## src/hdl/sir_pkg.sv

```systemverilog
// Shared constants for the serial record interpreter
package sir_pkg;
  // Clock and timing
  localparam int unsigned CLK_KHZ = 10000;
  localparam int unsigned ERASE_TIME_MS = 6000;
  localparam int unsigned ERASE_CYC_DEF = ERASE_TIME_MS * CLK_KHZ;
  localparam logic [15:0] MIN_BIT_CYC = 16'h0004;
  // Record limits
  localparam logic [8:0] MAX_DATA = 9'h080;
  localparam logic [8:0] HDR_BYTES = 9'h004;
  // Characters
  localparam logic [7:0] CH_COLON = 8'h3a;
  localparam logic [7:0] CH_DOT = 8'h2e;
  localparam logic [7:0] CH_CR = 8'h0d;
  localparam logic [7:0] CH_LF = 8'h0a;
  localparam logic [7:0] CH_X = 8'h58;
  localparam logic [7:0] CH_P = 8'h50;
  localparam logic [7:0] CH_L = 8'h4c;
  // Record types
  localparam logic [7:0] REC_PROG = 8'h00;
  localparam logic [7:0] REC_WRITE = 8'h03;
  localparam logic [7:0] REC_DISP = 8'h04;
  localparam logic [7:0] REC_READ = 8'h05;
  localparam logic [7:0] REC_EEPROM = 8'h07;
  // Write and read function selectors (first data byte)
  localparam logic [7:0] WF_CLR_BOOT = 8'h04;
  localparam logic [7:0] WF_SEC = 8'h05;
  localparam logic [7:0] WF_BOOT = 8'h06;
  localparam logic [7:0] WF_ERASE = 8'h07;
  localparam logic [7:0] RF_SEC = 8'h07;
  // Security levels and reset values
  localparam logic [7:0] SSB_NONE = 8'hff;
  localparam logic [7:0] SSB_WP = 8'hfe;
  localparam logic [7:0] SSB_RDWR = 8'hfc;
  localparam logic [7:0] BSB_RST = 8'hff;
  localparam logic [7:0] SBV_RST = 8'hfc;
  // Serial framing: start, eight data, two stop
  localparam logic [3:0] TX_BITS_LAST = 4'ha;
  localparam logic [2:0] RX_BITS_LAST = 3'h7;
endpackage : sir_pkg

```

## src/hdl/sir_isp_top.sv

```systemverilog
// Serial programming record interpreter with autobaud and security byte
// Notes on behaviour
// - Characters are 8 data bits, no parity, two stop bits, no flow control.
// - Host sends U; device times its start bit for the bit rate.
// - After reset nothing is interpreted until bit-rate training completes.
// - Each record starts with a colon, the frame delimiter.
// - Fields: length, two-byte offset, type, data, checksum.
// - Every byte travels as two ASCII hex digits.
// - Load offset is the start address only for data programming records.
// - Record type selects the command and the data meaning.
// - Bytes from length through checksum sum to zero modulo 256.
// - Every received character is echoed before the response.
// - Checksum mismatch discards the command and answers X CR LF.
// - Security FFh, FEh, FCh; programming may only move stricter.
// - Write-protect level refuses flash, boot status and vector writes with P.
// - Read-write-protect level refuses flash and EEPROM access with L.
// - Level 1 read-only, no block erase; level 2 reads only security byte.
// - Info and blank check readable below level 2; full erase always allowed.
// - Only full chip erase or a reset restores the unprotected security value.
// - Full erase sets flash FFh, boot status FFh, vector FCh, security FFh.
// - Successful records answer with period, CR, LF.
// - Program record carries at most 128 bytes within one page.
// - Full chip erase lasts about six seconds before answering.
`timescale 1ns/10ps
module sir_isp_top import sir_pkg::*; #(
  parameter int unsigned ERASE_CYCLES = ERASE_CYC_DEF
) (
  input wire logic mclk,
  input wire logic rstn,
  input wire logic rxd,
  output logic txd,
  output logic baud_ok,
  output logic mem_wr,
  output logic mem_sel,
  output logic [15:0] mem_addr,
  output logic [7:0] mem_data,
  output logic chip_erase,
  output logic ctl_wr,
  output logic [23:0] ctl_args,
  output logic [7:0] security_level_byte,
  output logic [7:0] boot_status_byte,
  output logic [7:0] software_boot_vector
);
  typedef enum logic [3:0] {
    ST_BAUD_LOW, ST_BAUD_MEAS, ST_BAUD_SETTLE, ST_IDLE, ST_HEX,
    ST_CHECK, ST_WRITE, ST_ERASE, ST_RESP
  } sir_state_t;

  localparam logic [25:0] ERASE_LAST = 26'(ERASE_CYCLES - 1);

  logic rst_meta, rst_n, rx_meta, rx_s;
  logic [7:0] rx_byte;
  logic rx_valid, tx_busy;
  sir_state_t state, next_state;
  logic [15:0] bit_cycles, next_bit_cycles;
  logic [25:0] cnt, next_cnt;
  logic nib, next_nib;
  logic [3:0] hi_nib, next_hi_nib;
  logic [8:0] bidx, next_bidx;
  logic [7:0] sum, next_sum, len, next_len, rtype, next_rtype;
  logic [15:0] addr, next_addr;
  logic [7:0] d0, next_d0, d1, next_d1, d2, next_d2;
  logic [7:0] resp_code, next_resp_code;
  logic [1:0] ridx, next_ridx;
  logic [7:0] widx, next_widx;
  logic tx_go, next_tx_go;
  logic [7:0] tx_byte, next_tx_byte;
  logic next_baud_ok, next_mem_wr, next_mem_sel, next_chip_erase, next_ctl_wr;
  logic [15:0] next_mem_addr;
  logic [7:0] next_mem_data, next_ssb, next_bsb, next_sbv;
  logic [23:0] next_ctl_args;
  logic buf_we;
  logic [4:0] hv;
  logic [7:0] nb;
  logic lvl1, lvl2;
  logic [7:0] dbuf [0:127];

  // Reset release through two stages; assertion stays asynchronous
  always_ff @(posedge mclk or negedge rstn) begin
    if (!rstn) begin
      rst_meta <= 1'b0;
      rst_n <= 1'b0;
    end else begin
      rst_meta <= 1'b1;
      rst_n <= rst_meta;
    end
  end

  // Receive pin synchroniser; idle line is high
  always_ff @(posedge mclk or negedge rst_n) begin
    if (!rst_n) begin
      rx_meta <= 1'b1;
      rx_s <= 1'b1;
    end else begin
      rx_meta <= rxd;
      rx_s <= rx_meta;
    end
  end

  sir_uart_rx sir_uart_rx_inst (
    .mclk(mclk),
    .rst_n(rst_n),
    .enable(baud_ok),
    .rxd(rx_s),
    .bit_cycles(bit_cycles),
    .rx_byte(rx_byte),
    .rx_valid(rx_valid)
  );

  sir_uart_tx sir_uart_tx_inst (
    .mclk(mclk),
    .rst_n(rst_n),
    .tx_go(tx_go),
    .tx_byte(tx_byte),
    .bit_cycles(bit_cycles),
    .txd(txd),
    .tx_busy(tx_busy)
  );

  // Hex digit to nibble, bit 4 flags a valid digit
  function automatic logic [4:0] hexval(input logic [7:0] c);
    if (c >= 8'h30 && c <= 8'h39) return {1'b1, c[3:0]};
    else if ((c >= 8'h41 && c <= 8'h46) || (c >= 8'h61 && c <= 8'h66))
      return {1'b1, 4'(c[3:0] + 4'h9)};
    else return 5'h00;
  endfunction : hexval

  assign hv = hexval(rx_byte);
  assign nb = {hi_nib, hv[3:0]};
  // Lock bits: bit 0 clear is write protect, bit 1 clear read-write protect
  assign lvl2 = !security_level_byte[1];
  assign lvl1 = !security_level_byte[0];

  // Main sequencer: training, parsing, checking and answering
  always_comb begin
    next_state = state;
    next_bit_cycles = bit_cycles;
    next_cnt = cnt;
    next_nib = nib;
    next_hi_nib = hi_nib;
    next_bidx = bidx;
    next_sum = sum;
    next_len = len;
    next_addr = addr;
    next_rtype = rtype;
    next_d0 = d0;
    next_d1 = d1;
    next_d2 = d2;
    next_resp_code = resp_code;
    next_ridx = ridx;
    next_widx = widx;
    next_tx_go = 1'b0;
    next_tx_byte = tx_byte;
    next_baud_ok = baud_ok;
    next_mem_wr = 1'b0;
    next_mem_sel = mem_sel;
    next_mem_addr = mem_addr;
    next_mem_data = mem_data;
    next_chip_erase = chip_erase;
    next_ctl_wr = 1'b0;
    next_ctl_args = ctl_args;
    next_ssb = security_level_byte;
    next_bsb = boot_status_byte;
    next_sbv = software_boot_vector;
    buf_we = 1'b0;
    // Echo each character as it lands
    if (rx_valid && baud_ok) begin
      next_tx_go = 1'b1;
      next_tx_byte = rx_byte;
    end
    case (state)
      // Start bit of U is one bit time
      ST_BAUD_LOW: if (!rx_s) begin
        next_state = ST_BAUD_MEAS;
        next_cnt = 26'h0000001;
      end
      ST_BAUD_MEAS: if (rx_s) begin
        next_bit_cycles = cnt[15:0];
        next_cnt = '0;
        next_state = (cnt[15:0] < MIN_BIT_CYC) ? ST_BAUD_LOW : ST_BAUD_SETTLE;
      end else if (cnt[15:0] != 16'hffff) next_cnt = cnt + 26'h0000001;
      // Let the rest of U pass before listening
      ST_BAUD_SETTLE: if (!rx_s) next_cnt = '0;
      else if (cnt == {9'h000, bit_cycles, 1'b0}) begin
        next_state = ST_IDLE;
        next_baud_ok = 1'b1;
      end else next_cnt = cnt + 26'h0000001;
      ST_IDLE, ST_HEX: if (rx_valid) begin
        // Colon always opens a fresh frame
        if (rx_byte == CH_COLON) begin
          next_state = ST_HEX;
          next_nib = 1'b0;
          next_bidx = '0;
          next_sum = 8'h00;
        end else if (state == ST_HEX) begin
          if (!hv[4]) next_state = ST_IDLE;
          else if (!nib) begin
            next_hi_nib = hv[3:0];
            next_nib = 1'b1;
          end else begin
            next_nib = 1'b0;
            next_sum = sum + nb;
            next_bidx = bidx + 9'h001;
            if (bidx == 9'h000) next_len = nb;
            if (bidx == 9'h001) next_addr[15:8] = nb;
            if (bidx == 9'h002) next_addr[7:0] = nb;
            if (bidx == 9'h003) next_rtype = nb;
            if (bidx == 9'h004) next_d0 = nb;
            if (bidx == 9'h005) next_d1 = nb;
            if (bidx == 9'h006) next_d2 = nb;
            buf_we = (bidx >= HDR_BYTES) && (bidx < HDR_BYTES + MAX_DATA);
            if (bidx >= HDR_BYTES && bidx == {1'b0, len} + HDR_BYTES)
              next_state = ST_CHECK;
          end
        end
      end
      ST_CHECK: begin
        next_state = ST_RESP;
        next_ridx = 2'h0;
        next_resp_code = CH_DOT;
        // Whole record must sum to zero
        if (sum != 8'h00 || {1'b0, len} > MAX_DATA) begin
          next_resp_code = CH_X;
        end else begin
          case (rtype)
            REC_PROG, REC_EEPROM: begin
              // Read-write protect wins over write protect
              if (lvl2) next_resp_code = CH_L;
              else if (lvl1) next_resp_code = CH_P;
              else if (len != 8'h00) begin
                next_state = ST_WRITE;
                next_widx = 8'h00;
                next_mem_sel = (rtype == REC_EEPROM);
              end
            end
            REC_WRITE: begin
              // AND of codes can only tighten the level
              if (d0 == WF_SEC) begin
                next_ssb = security_level_byte & ((d1 == 8'h00) ? SSB_WP : SSB_RDWR);
              // Full erase allowed at every level
              end else if (d0 == WF_ERASE) begin
                next_state = ST_ERASE;
                next_cnt = '0;
                next_chip_erase = 1'b1;
              // Boot bytes, fuses and block erase are locked
              end else if (lvl2) next_resp_code = CH_L;
              else if (lvl1) next_resp_code = CH_P;
              else if (d0 == WF_BOOT) begin
                if (d1 == 8'h00) next_bsb = d2;
                else next_sbv = d2;
              end else if (d0 == WF_CLR_BOOT) begin
                next_bsb = BSB_RST;
                next_sbv = BSB_RST;
              end else begin
                next_ctl_wr = 1'b1;
                next_ctl_args = {d0, d1, d2};
              end
            end
            // At level 2 only the security byte reads back
            REC_DISP, REC_READ: if (lvl2 &&
                !(rtype == REC_READ && d0 == RF_SEC && d1 == 8'h00))
              next_resp_code = CH_L;
            default: next_resp_code = CH_DOT;
          endcase
        end
      end
      // Offset used as address only here
      ST_WRITE: begin
        next_mem_wr = 1'b1;
        next_mem_addr = addr + {8'h00, widx};
        next_mem_data = dbuf[widx[6:0]];
        next_widx = widx + 8'h01;
        if (widx == len - 8'h01) next_state = ST_RESP;
      end
      // Erase holds for the full erase time
      ST_ERASE: if (cnt == ERASE_LAST) begin
        // Defaults restored; only path to unprotected apart from reset
        next_chip_erase = 1'b0;
        next_ssb = SSB_NONE;
        next_bsb = BSB_RST;
        next_sbv = SBV_RST;
        next_state = ST_RESP;
      end else next_cnt = cnt + 26'h0000001;
      // Response code then CR LF, after the echo drains
      default: if (!tx_busy && !tx_go && !rx_valid) begin
        next_tx_go = 1'b1;
        next_tx_byte = (ridx == 2'h0) ? resp_code : ((ridx == 2'h1) ? CH_CR : CH_LF);
        next_ridx = ridx + 2'h1;
        if (ridx == 2'h2) next_state = ST_IDLE;
      end
    endcase
  end

  // Data buffer holds a record until its checksum is proven
  always_ff @(posedge mclk) begin
    if (buf_we) dbuf[7'(bidx - HDR_BYTES)] <= nb;
  end

  // Sequencer registers
  always_ff @(posedge mclk or negedge rst_n) begin
    if (!rst_n) begin
      state <= ST_BAUD_LOW;
      bit_cycles <= 16'hffff;
      cnt <= '0;
      nib <= 1'b0;
      hi_nib <= 4'h0;
      bidx <= '0;
      sum <= 8'h00;
      len <= 8'h00;
      addr <= 16'h0000;
      rtype <= 8'h00;
      d0 <= 8'h00;
      d1 <= 8'h00;
      d2 <= 8'h00;
      resp_code <= CH_DOT;
      ridx <= 2'h0;
      widx <= 8'h00;
      tx_go <= 1'b0;
      tx_byte <= 8'h00;
      baud_ok <= 1'b0;
      mem_wr <= 1'b0;
      mem_sel <= 1'b0;
      mem_addr <= 16'h0000;
      mem_data <= 8'h00;
      chip_erase <= 1'b0;
      ctl_wr <= 1'b0;
      ctl_args <= 24'h000000;
      security_level_byte <= SSB_NONE;
      boot_status_byte <= BSB_RST;
      software_boot_vector <= SBV_RST;
    end else begin
      state <= next_state;
      bit_cycles <= next_bit_cycles;
      cnt <= next_cnt;
      nib <= next_nib;
      hi_nib <= next_hi_nib;
      bidx <= next_bidx;
      sum <= next_sum;
      len <= next_len;
      addr <= next_addr;
      rtype <= next_rtype;
      d0 <= next_d0;
      d1 <= next_d1;
      d2 <= next_d2;
      resp_code <= next_resp_code;
      ridx <= next_ridx;
      widx <= next_widx;
      tx_go <= next_tx_go;
      tx_byte <= next_tx_byte;
      baud_ok <= next_baud_ok;
      mem_wr <= next_mem_wr;
      mem_sel <= next_mem_sel;
      mem_addr <= next_mem_addr;
      mem_data <= next_mem_data;
      chip_erase <= next_chip_erase;
      ctl_wr <= next_ctl_wr;
      ctl_args <= next_ctl_args;
      security_level_byte <= next_ssb;
      boot_status_byte <= next_bsb;
      software_boot_vector <= next_sbv;
    end
  end
endmodule : sir_isp_top

```

## src/hdl/sir_uart_rx.sv

```systemverilog
// Receiver for 8 data bits, no parity, sampled mid-bit
`timescale 1ns/10ps
module sir_uart_rx import sir_pkg::*; (
  input wire logic mclk,
  input wire logic rst_n,
  input wire logic enable,
  input wire logic rxd,
  input wire logic [15:0] bit_cycles,
  output logic [7:0] rx_byte,
  output logic rx_valid
);
  typedef enum logic [1:0] {RX_IDLE, RX_START, RX_BITS, RX_STOP} sir_rx_state_t;
  sir_rx_state_t state, next_state;
  logic [15:0] cnt, next_cnt;
  logic [2:0] bitn, next_bitn;
  logic [7:0] shreg, next_shreg, next_rx_byte;
  logic next_rx_valid;

  // Bit sampling sequence; a bad stop bit drops the character
  always_comb begin
    next_state = state;
    next_cnt = cnt;
    next_bitn = bitn;
    next_shreg = shreg;
    next_rx_byte = rx_byte;
    next_rx_valid = 1'b0;
    case (state)
      RX_IDLE: if (enable && !rxd) begin
        next_state = RX_START;
        next_cnt = {1'b0, bit_cycles[15:1]};
      end
      RX_START: if (cnt == 16'h0000) begin
        next_state = rxd ? RX_IDLE : RX_BITS;
        next_cnt = bit_cycles - 16'h0001;
        next_bitn = 3'h0;
      end else next_cnt = cnt - 16'h0001;
      RX_BITS: if (cnt == 16'h0000) begin
        next_shreg = {rxd, shreg[7:1]};
        next_cnt = bit_cycles - 16'h0001;
        next_bitn = bitn + 3'h1;
        if (bitn == RX_BITS_LAST) next_state = RX_STOP;
      end else next_cnt = cnt - 16'h0001;
      default: if (cnt == 16'h0000) begin
        next_state = RX_IDLE;
        next_rx_valid = rxd;
        if (rxd) next_rx_byte = shreg;
      end else next_cnt = cnt - 16'h0001;
    endcase
  end

  // Receiver state registers
  always_ff @(posedge mclk or negedge rst_n) begin
    if (!rst_n) begin
      state <= RX_IDLE;
      cnt <= 16'h0000;
      bitn <= 3'h0;
      shreg <= 8'h00;
      rx_byte <= 8'h00;
      rx_valid <= 1'b0;
    end else begin
      state <= next_state;
      cnt <= next_cnt;
      bitn <= next_bitn;
      shreg <= next_shreg;
      rx_byte <= next_rx_byte;
      rx_valid <= next_rx_valid;
    end
  end
endmodule : sir_uart_rx

```

## src/hdl/sir_uart_tx.sv

```systemverilog
// Transmitter for 8 data bits, no parity, two stop bits
`timescale 1ns/10ps
module sir_uart_tx import sir_pkg::*; (
  input wire logic mclk,
  input wire logic rst_n,
  input wire logic tx_go,
  input wire logic [7:0] tx_byte,
  input wire logic [15:0] bit_cycles,
  output logic txd,
  output logic tx_busy
);
  typedef enum logic {TX_IDLE, TX_SHIFT} sir_tx_state_t;
  sir_tx_state_t state, next_state;
  logic [10:0] sh, next_sh;
  logic [15:0] cnt, next_cnt;
  logic [3:0] nbits, next_nbits;
  logic next_txd;

  assign tx_busy = (state == TX_SHIFT);

  // Frame of 11 bit times; line rests high after the second stop bit
  always_comb begin
    next_state = state;
    next_sh = sh;
    next_cnt = cnt;
    next_nbits = nbits;
    next_txd = txd;
    case (state)
      TX_IDLE: if (tx_go) begin
        next_state = TX_SHIFT;
        next_txd = 1'b0;
        next_sh = {1'b1, 2'b11, tx_byte};
        next_nbits = TX_BITS_LAST;
        next_cnt = bit_cycles - 16'h0001;
      end
      default: if (cnt != 16'h0000) begin
        next_cnt = cnt - 16'h0001;
      end else if (nbits == 4'h0) begin // Chain frames so echoes keep pace with the host
        next_state = tx_go ? TX_SHIFT : TX_IDLE;
        next_txd = !tx_go;
        next_sh = {1'b1, 2'b11, tx_byte};
        next_nbits = TX_BITS_LAST;
        next_cnt = bit_cycles - 16'h0001;
      end else begin
        next_txd = sh[0];
        next_sh = {1'b1, sh[10:1]};
        next_nbits = nbits - 4'h1;
        next_cnt = bit_cycles - 16'h0001;
      end
    endcase
  end

  // Transmitter state registers
  always_ff @(posedge mclk or negedge rst_n) begin
    if (!rst_n) begin
      state <= TX_IDLE;
      sh <= 11'h7ff;
      cnt <= 16'h0000;
      nbits <= 4'h0;
      txd <= 1'b1;
    end else begin
      state <= next_state;
      sh <= next_sh;
      cnt <= next_cnt;
      nbits <= next_nbits;
      txd <= next_txd;
    end
  end
endmodule : sir_uart_tx

```

## config.mk

```make
export PLATFORM = sky130hd
export DESIGN_NAME = sir_isp_top
export DESIGN_NICKNAME = d
export VERILOG_FILES = /design/src/hdl/sir_pkg.sv /design/src/hdl/sir_isp_top.sv /design/src/hdl/sir_uart_rx.sv /design/src/hdl/sir_uart_tx.sv
export SDC_FILE = /design/constraint.sdc
export NUM_CORES = 2
export LEC_CHECK = 0
export BUFFER_PORTS_ARGS = -buffer_cell sky130_fd_sc_hd__buf_2
export CAP_MARGIN = 15
export CELL_PAD_IN_SITES_DETAIL_PLACEMENT = 1
export CELL_PAD_IN_SITES_GLOBAL_PLACEMENT = 2
export CORE_MARGIN = 4
export CORE_UTILIZATION = 50
export CTS_CLUSTER_SIZE = 8
export DETAILED_ROUTE_END_ITERATION = 10
export PLACE_DENSITY = 0.94
export SETUP_SLACK_MARGIN = 0.05
export SLEW_MARGIN = 0
export SYNTH_ARGS = -nofsm -noshare
export SYNTH_HDL_FRONTEND = slang
export SYNTH_SLANG_ARGS = --single-unit
```

## constraint.sdc

```tcl
create_clock -name mclk -period 13 [get_ports mclk]
set_clock_uncertainty 0.05 [all_clocks]
set_input_delay 1.3 -clock mclk [delete_from_list [all_inputs] [get_ports mclk]]
set_output_delay 1.3 -clock mclk [all_outputs]
set_load 0.02 [all_outputs]
```

==> qor.tcl <==
set qor(post-route-min-period_ps) 5050
set qor(clockRootBuffer) {clkbuf_16}
set qor(final_layout_size_suffix_gt1_share_pct) 20.8
set qor(final_area_um2) 62300
set qor(gr-total-overflow) 0
set qor(initial_core_util_pct) 50.5
set qor(flow.area_growth_from_synthesis_pct) 12.9
set qor(max_freq_mhz) 198
set qor(routabilityCongestion) 0.823
set qor(ys_seq_area_share_pct) 69.1
set qor(synth.net_count) 3498
set qor(rsz0062_at_grt) {no}
set qor(slew_headroom_pct) 17.3
set qor(max-cap-violations) 0
set qor(count_of_mapped_cells_out_of_synthesis) 3444
set qor(synth_async_sr_flop_share_pct) 22.2
set qor(cp-start-kind) {flop}
set qor(synth_xor_area_share_pct) 1.30
set qor(num_vias) 32768
set qor(vias_in_the_first_global_route) 34738
set qor(design_power_total_w) 0.0109
set qor(detail_route.wl_per_cell_um) 30.3
set qor(fp_rows) 121
set qor(cp.required_ps) 13570
set qor(cts_sinks) 1316
set qor(timing.setup.tns_ps) 0
set qor(nNetsFinal) 3614
set qor(die_span_in_y_um) 340
set qor(timing.final.crit_share_pct) 38.8
set qor(globalRouteTotalUtil_pct) 27.1
set qor(synth_compound_area_share_pct) 5.90
set qor(clock_latency_ps) 790
set qor(ys_ff_latch) 1316
set qor(wl_mm) 156
set qor(vias_per_cell) 6.39
set qor(cts-buffers-inserted) 183
set qor(finalHoldViolations) 0
set qor(initial_drt_markers) 3502
set qor(post-dp-hpwl_mm) 90.1
set qor(cp_max_fo) 49
set qor(worst_hold_path_type) {input pin to async pin}
set qor(postSynth.topFlopCell) {edfxtp_1}
set qor(post-place-cells) 4851
set qor(floorplan.io_pins) 81
set qor(cts_tree) {done}
set qor(layout.filler_cells) 9866
set qor(number_of_nets_still_failing_antenna_checks_after_routing) 0
set qor(arrival_ps) 5610
set qor(final_core_utilization_pct) 57.1
set qor(cts-hold-fix-buffers) 0
set qor(muxShareOfSynthArea_pct) 14.3
set qor(grt_pass1_wl_mm) 235
set qor(die-width_um) 340
set qor(grt_antenna_before_repair) 3
set qor(synth-simple-area-share_pct) 6.29
set qor(synth.distinct_cells) 78
set qor(detailed_place.area_um2) 57000
set qor(ys.warnings.count) 0
set qor(tightest_pin_transition_ps) 1240
set qor(clk_pin_slew_worst_paths_ps) 50
set qor(power_density_cells_nw_per_um2) 174
set qor(dominant_combinational_cell_family_by_area_after_synthesis) {multiplexers}
set qor(final-setup-viol-count) 0
set qor(cts-resized-gates) 0
set qor(postCtsSetupRepairBufs) 0
set qor(max-vdd-ir-drop_v) 0.000162
set qor(share_of_synthesized_cell_area_in_full_adder_half_adder_and_majority_cells_pct) 1.18
set qor(netlist_area_um2) 55200
set qor(postSynthAreaPerCell_um2) 16.0
set qor(criticalPathCategory) {flop to flop}
set qor(instances_no_fill) 5127
set qor(endpoint_kind_of_the_worst_setup_timing_path) {flop}
set qor(portBuffers) 80
set qor(core_region_area_um2) 109000
set qor(final-max-slew-violation-count) 0
set qor(leakagePower_nw) 20.4
set qor(detail_route.drc_violations) 0
set qor(pin_count_of_the_biggest_net_entering_global_routing) 163
set qor(ctsLongestPathBuffers) 3
set qor(dieArea_um2) 116000
set qor(synth_edf_count) 1024
set qor(first_pass_iters) 5
set qor(cts_max_level) 4
set qor(outcome) {finished clean}
[placed cells by master (no fill, tap or decap), types with 18 or more instances in the layout]
cell,instances
clkbuf_1,76
inv_1,64
mux2_2,101
buf_4,39
a22oi_1,18
or3_1,20
o211ai_1,18
nor2_1,262
ha_1,49
nand3_1,53
nor2b_1,18
nor3_1,51
a22o_1,19
clkbuf_16,184
edfxtp_1,1024
xnor2_1,44
nand4_1,32
nor4_1,22
mux4_2,256
a21oi_1,108
mux2i_1,100
nand2_1,192
dfstp_2,47
dfrtp_1,237
xor2_1,38
buf_2,80
o22ai_1,48
o21ai_0,207
[layout make-up]
class	count	area, µm²	share of cell area [%]
clock inverter	15	385	0.619
antenna	1	2.50	0.00402
multi-input combinational	1871	16000	25.7
tap	1476	1850	2.96
clock buffer	260	4890	7.85
timing repair buffer	121	733	1.18
inverter	67	254	0.408
sequential	1316	38100	61.2
[metrics by stage]
step / setup slack (ps) / hold WS, ps
6_report: 7950 / 250
5_1_grt: 7700 / 214
4_1_cts: 7960 / 195
3_5_place_dp: 8100 / 296
3_3_place_gp: 8170 / 292
2_1_floorplan: 4290 / 281
[metal layers]
layer | GRT usage, % | up-vias | wire length [µm]
met5 | 0 | - | 0
li1 | - | 13638 | -
met4 | 11.0 | 0 | 6690
met2 | 45.2 | 1647 | 77400
met1 | 35.9 | 17135 | 59400
met3 | 4.64 | 348 | 12000
[state kept, by name, indices dropped and copies added (netlist names), 9 cells and up]
| register | cells |
|---|---|
| bidx | 9 |
| bit_cycles | 16 |
| sir_uart_tx_inst.cnt | 16 |
| ctl_args | 24 |
| sir_uart_rx_inst.cnt | 16 |
| dbuf | 1024 |
| cnt | 26 |
| mem_addr | 16 |
| addr | 16 |
[Yosys cell counts (5+ instances only)]
master / n / area (µm²)
o211ai_1: 18 / 135
mux2i_1: 100 / 1000
dfstp_2: 47 / 1230
buf_2: 38 / 190
nor4_1: 22 / 138
nand3b_1: 6 / 45.0
a2111oi_0: 5 / 43.8
nor3_1: 51 / 255
a221oi_1: 17 / 149
xnor2_1: 44 / 385
a22oi_1: 18 / 135
nand2b_1: 14 / 87.6
nand3_1: 53 / 265
nor2_1: 263 / 987
a22o_1: 20 / 175
o22ai_1: 48 / 300
and3_1: 17 / 106
nand4_1: 32 / 200
buf_1: 27 / 101
a21oi_1: 108 / 541
edfxtp_1: 1024 / 30700
or3_1: 20 / 125
o32ai_1: 5 / 43.8
o21a_1: 5 / 37.5
inv_1: 65 / 244
o21ai_0: 207 / 1040
dfrtp_1: 245 / 6130
mux4_2: 256 / 5770
and2_1: 10 / 62.6
nor2b_1: 18 / 113
a21o_1: 9 / 67.6
or4_1: 10 / 75.1
o31ai_1: 8 / 60.1
a31oi_1: 16 / 100
o21ai_1: 13 / 65.1
clkbuf_1: 119 / 447
nand2_1: 192 / 721
buf_4: 5 / 37.5
mux2_2: 101 / 1140
xor2_1: 38 / 333
ha_1: 49 / 613
nor4b_1: 5 / 43.8
or2_2: 8 / 50.1
[worst paths after layout]
kind | startpoint | endpoint | slack, ps | depth (start not counted)
worst max-delay path | widx[0]$_DFFE_PN0P_ | mem_data[7]$_DFFE_PN0P_ | 7950 | 8
worst min-delay path | rstn | rst_n$_DFF_PN0_ | 250 | 1
worst max register to register | widx[0]$_DFFE_PN0P_ | mem_data[7]$_DFFE_PN0P_ | 7950 | 8
worst min register to register | rx_meta$_DFF_PN1_ | rx_s$_DFF_PN1_ | 310 | 0
max in group asynchronous | rst_n$_DFF_PN0_ | widx[1]$_DFFE_PN0P_ | 10760 | 1
min in group mclk | rx_meta$_DFF_PN1_ | rx_s$_DFF_PN1_ | 310 | 0
[critical path: stages, from the launching register on]
cell     delay [ps]
dfrtp_4        1010
buf_4           870
buf_4           750
mux4_2          600
mux4_2          480
o22ai_1         490
nand3_1         220
o21ai_0         160
a21oi_1          80
[report_power, final]
part | total (W) | leakage (nW) | internal, W | switching, W
clock | 0.00447 | 2.52 | 0.00263 | 0.00184
combinational | 0.00151 | 5.84 | 0.000622 | 0.000888
sequential | 0.00488 | 12.0 | 0.00463 | 0.000256
[cells by family (layout without fill, tap and decap cells)]
| group | after synthesis | in the layout |
|---|---|---|
| xor+xnor | 82 | 82 |
| fa+ha+maj | 51 | 51 |
| simple gates | 741 | 741 |
| buf+inv | 257 | 463 |
| flops | 1316 | 1316 |
| other cells | 1 | 2 |
| mux | 457 | 457 |
| compound gates | 539 | 539 |
No activity file was read; power rests on OpenSTA's default activity.
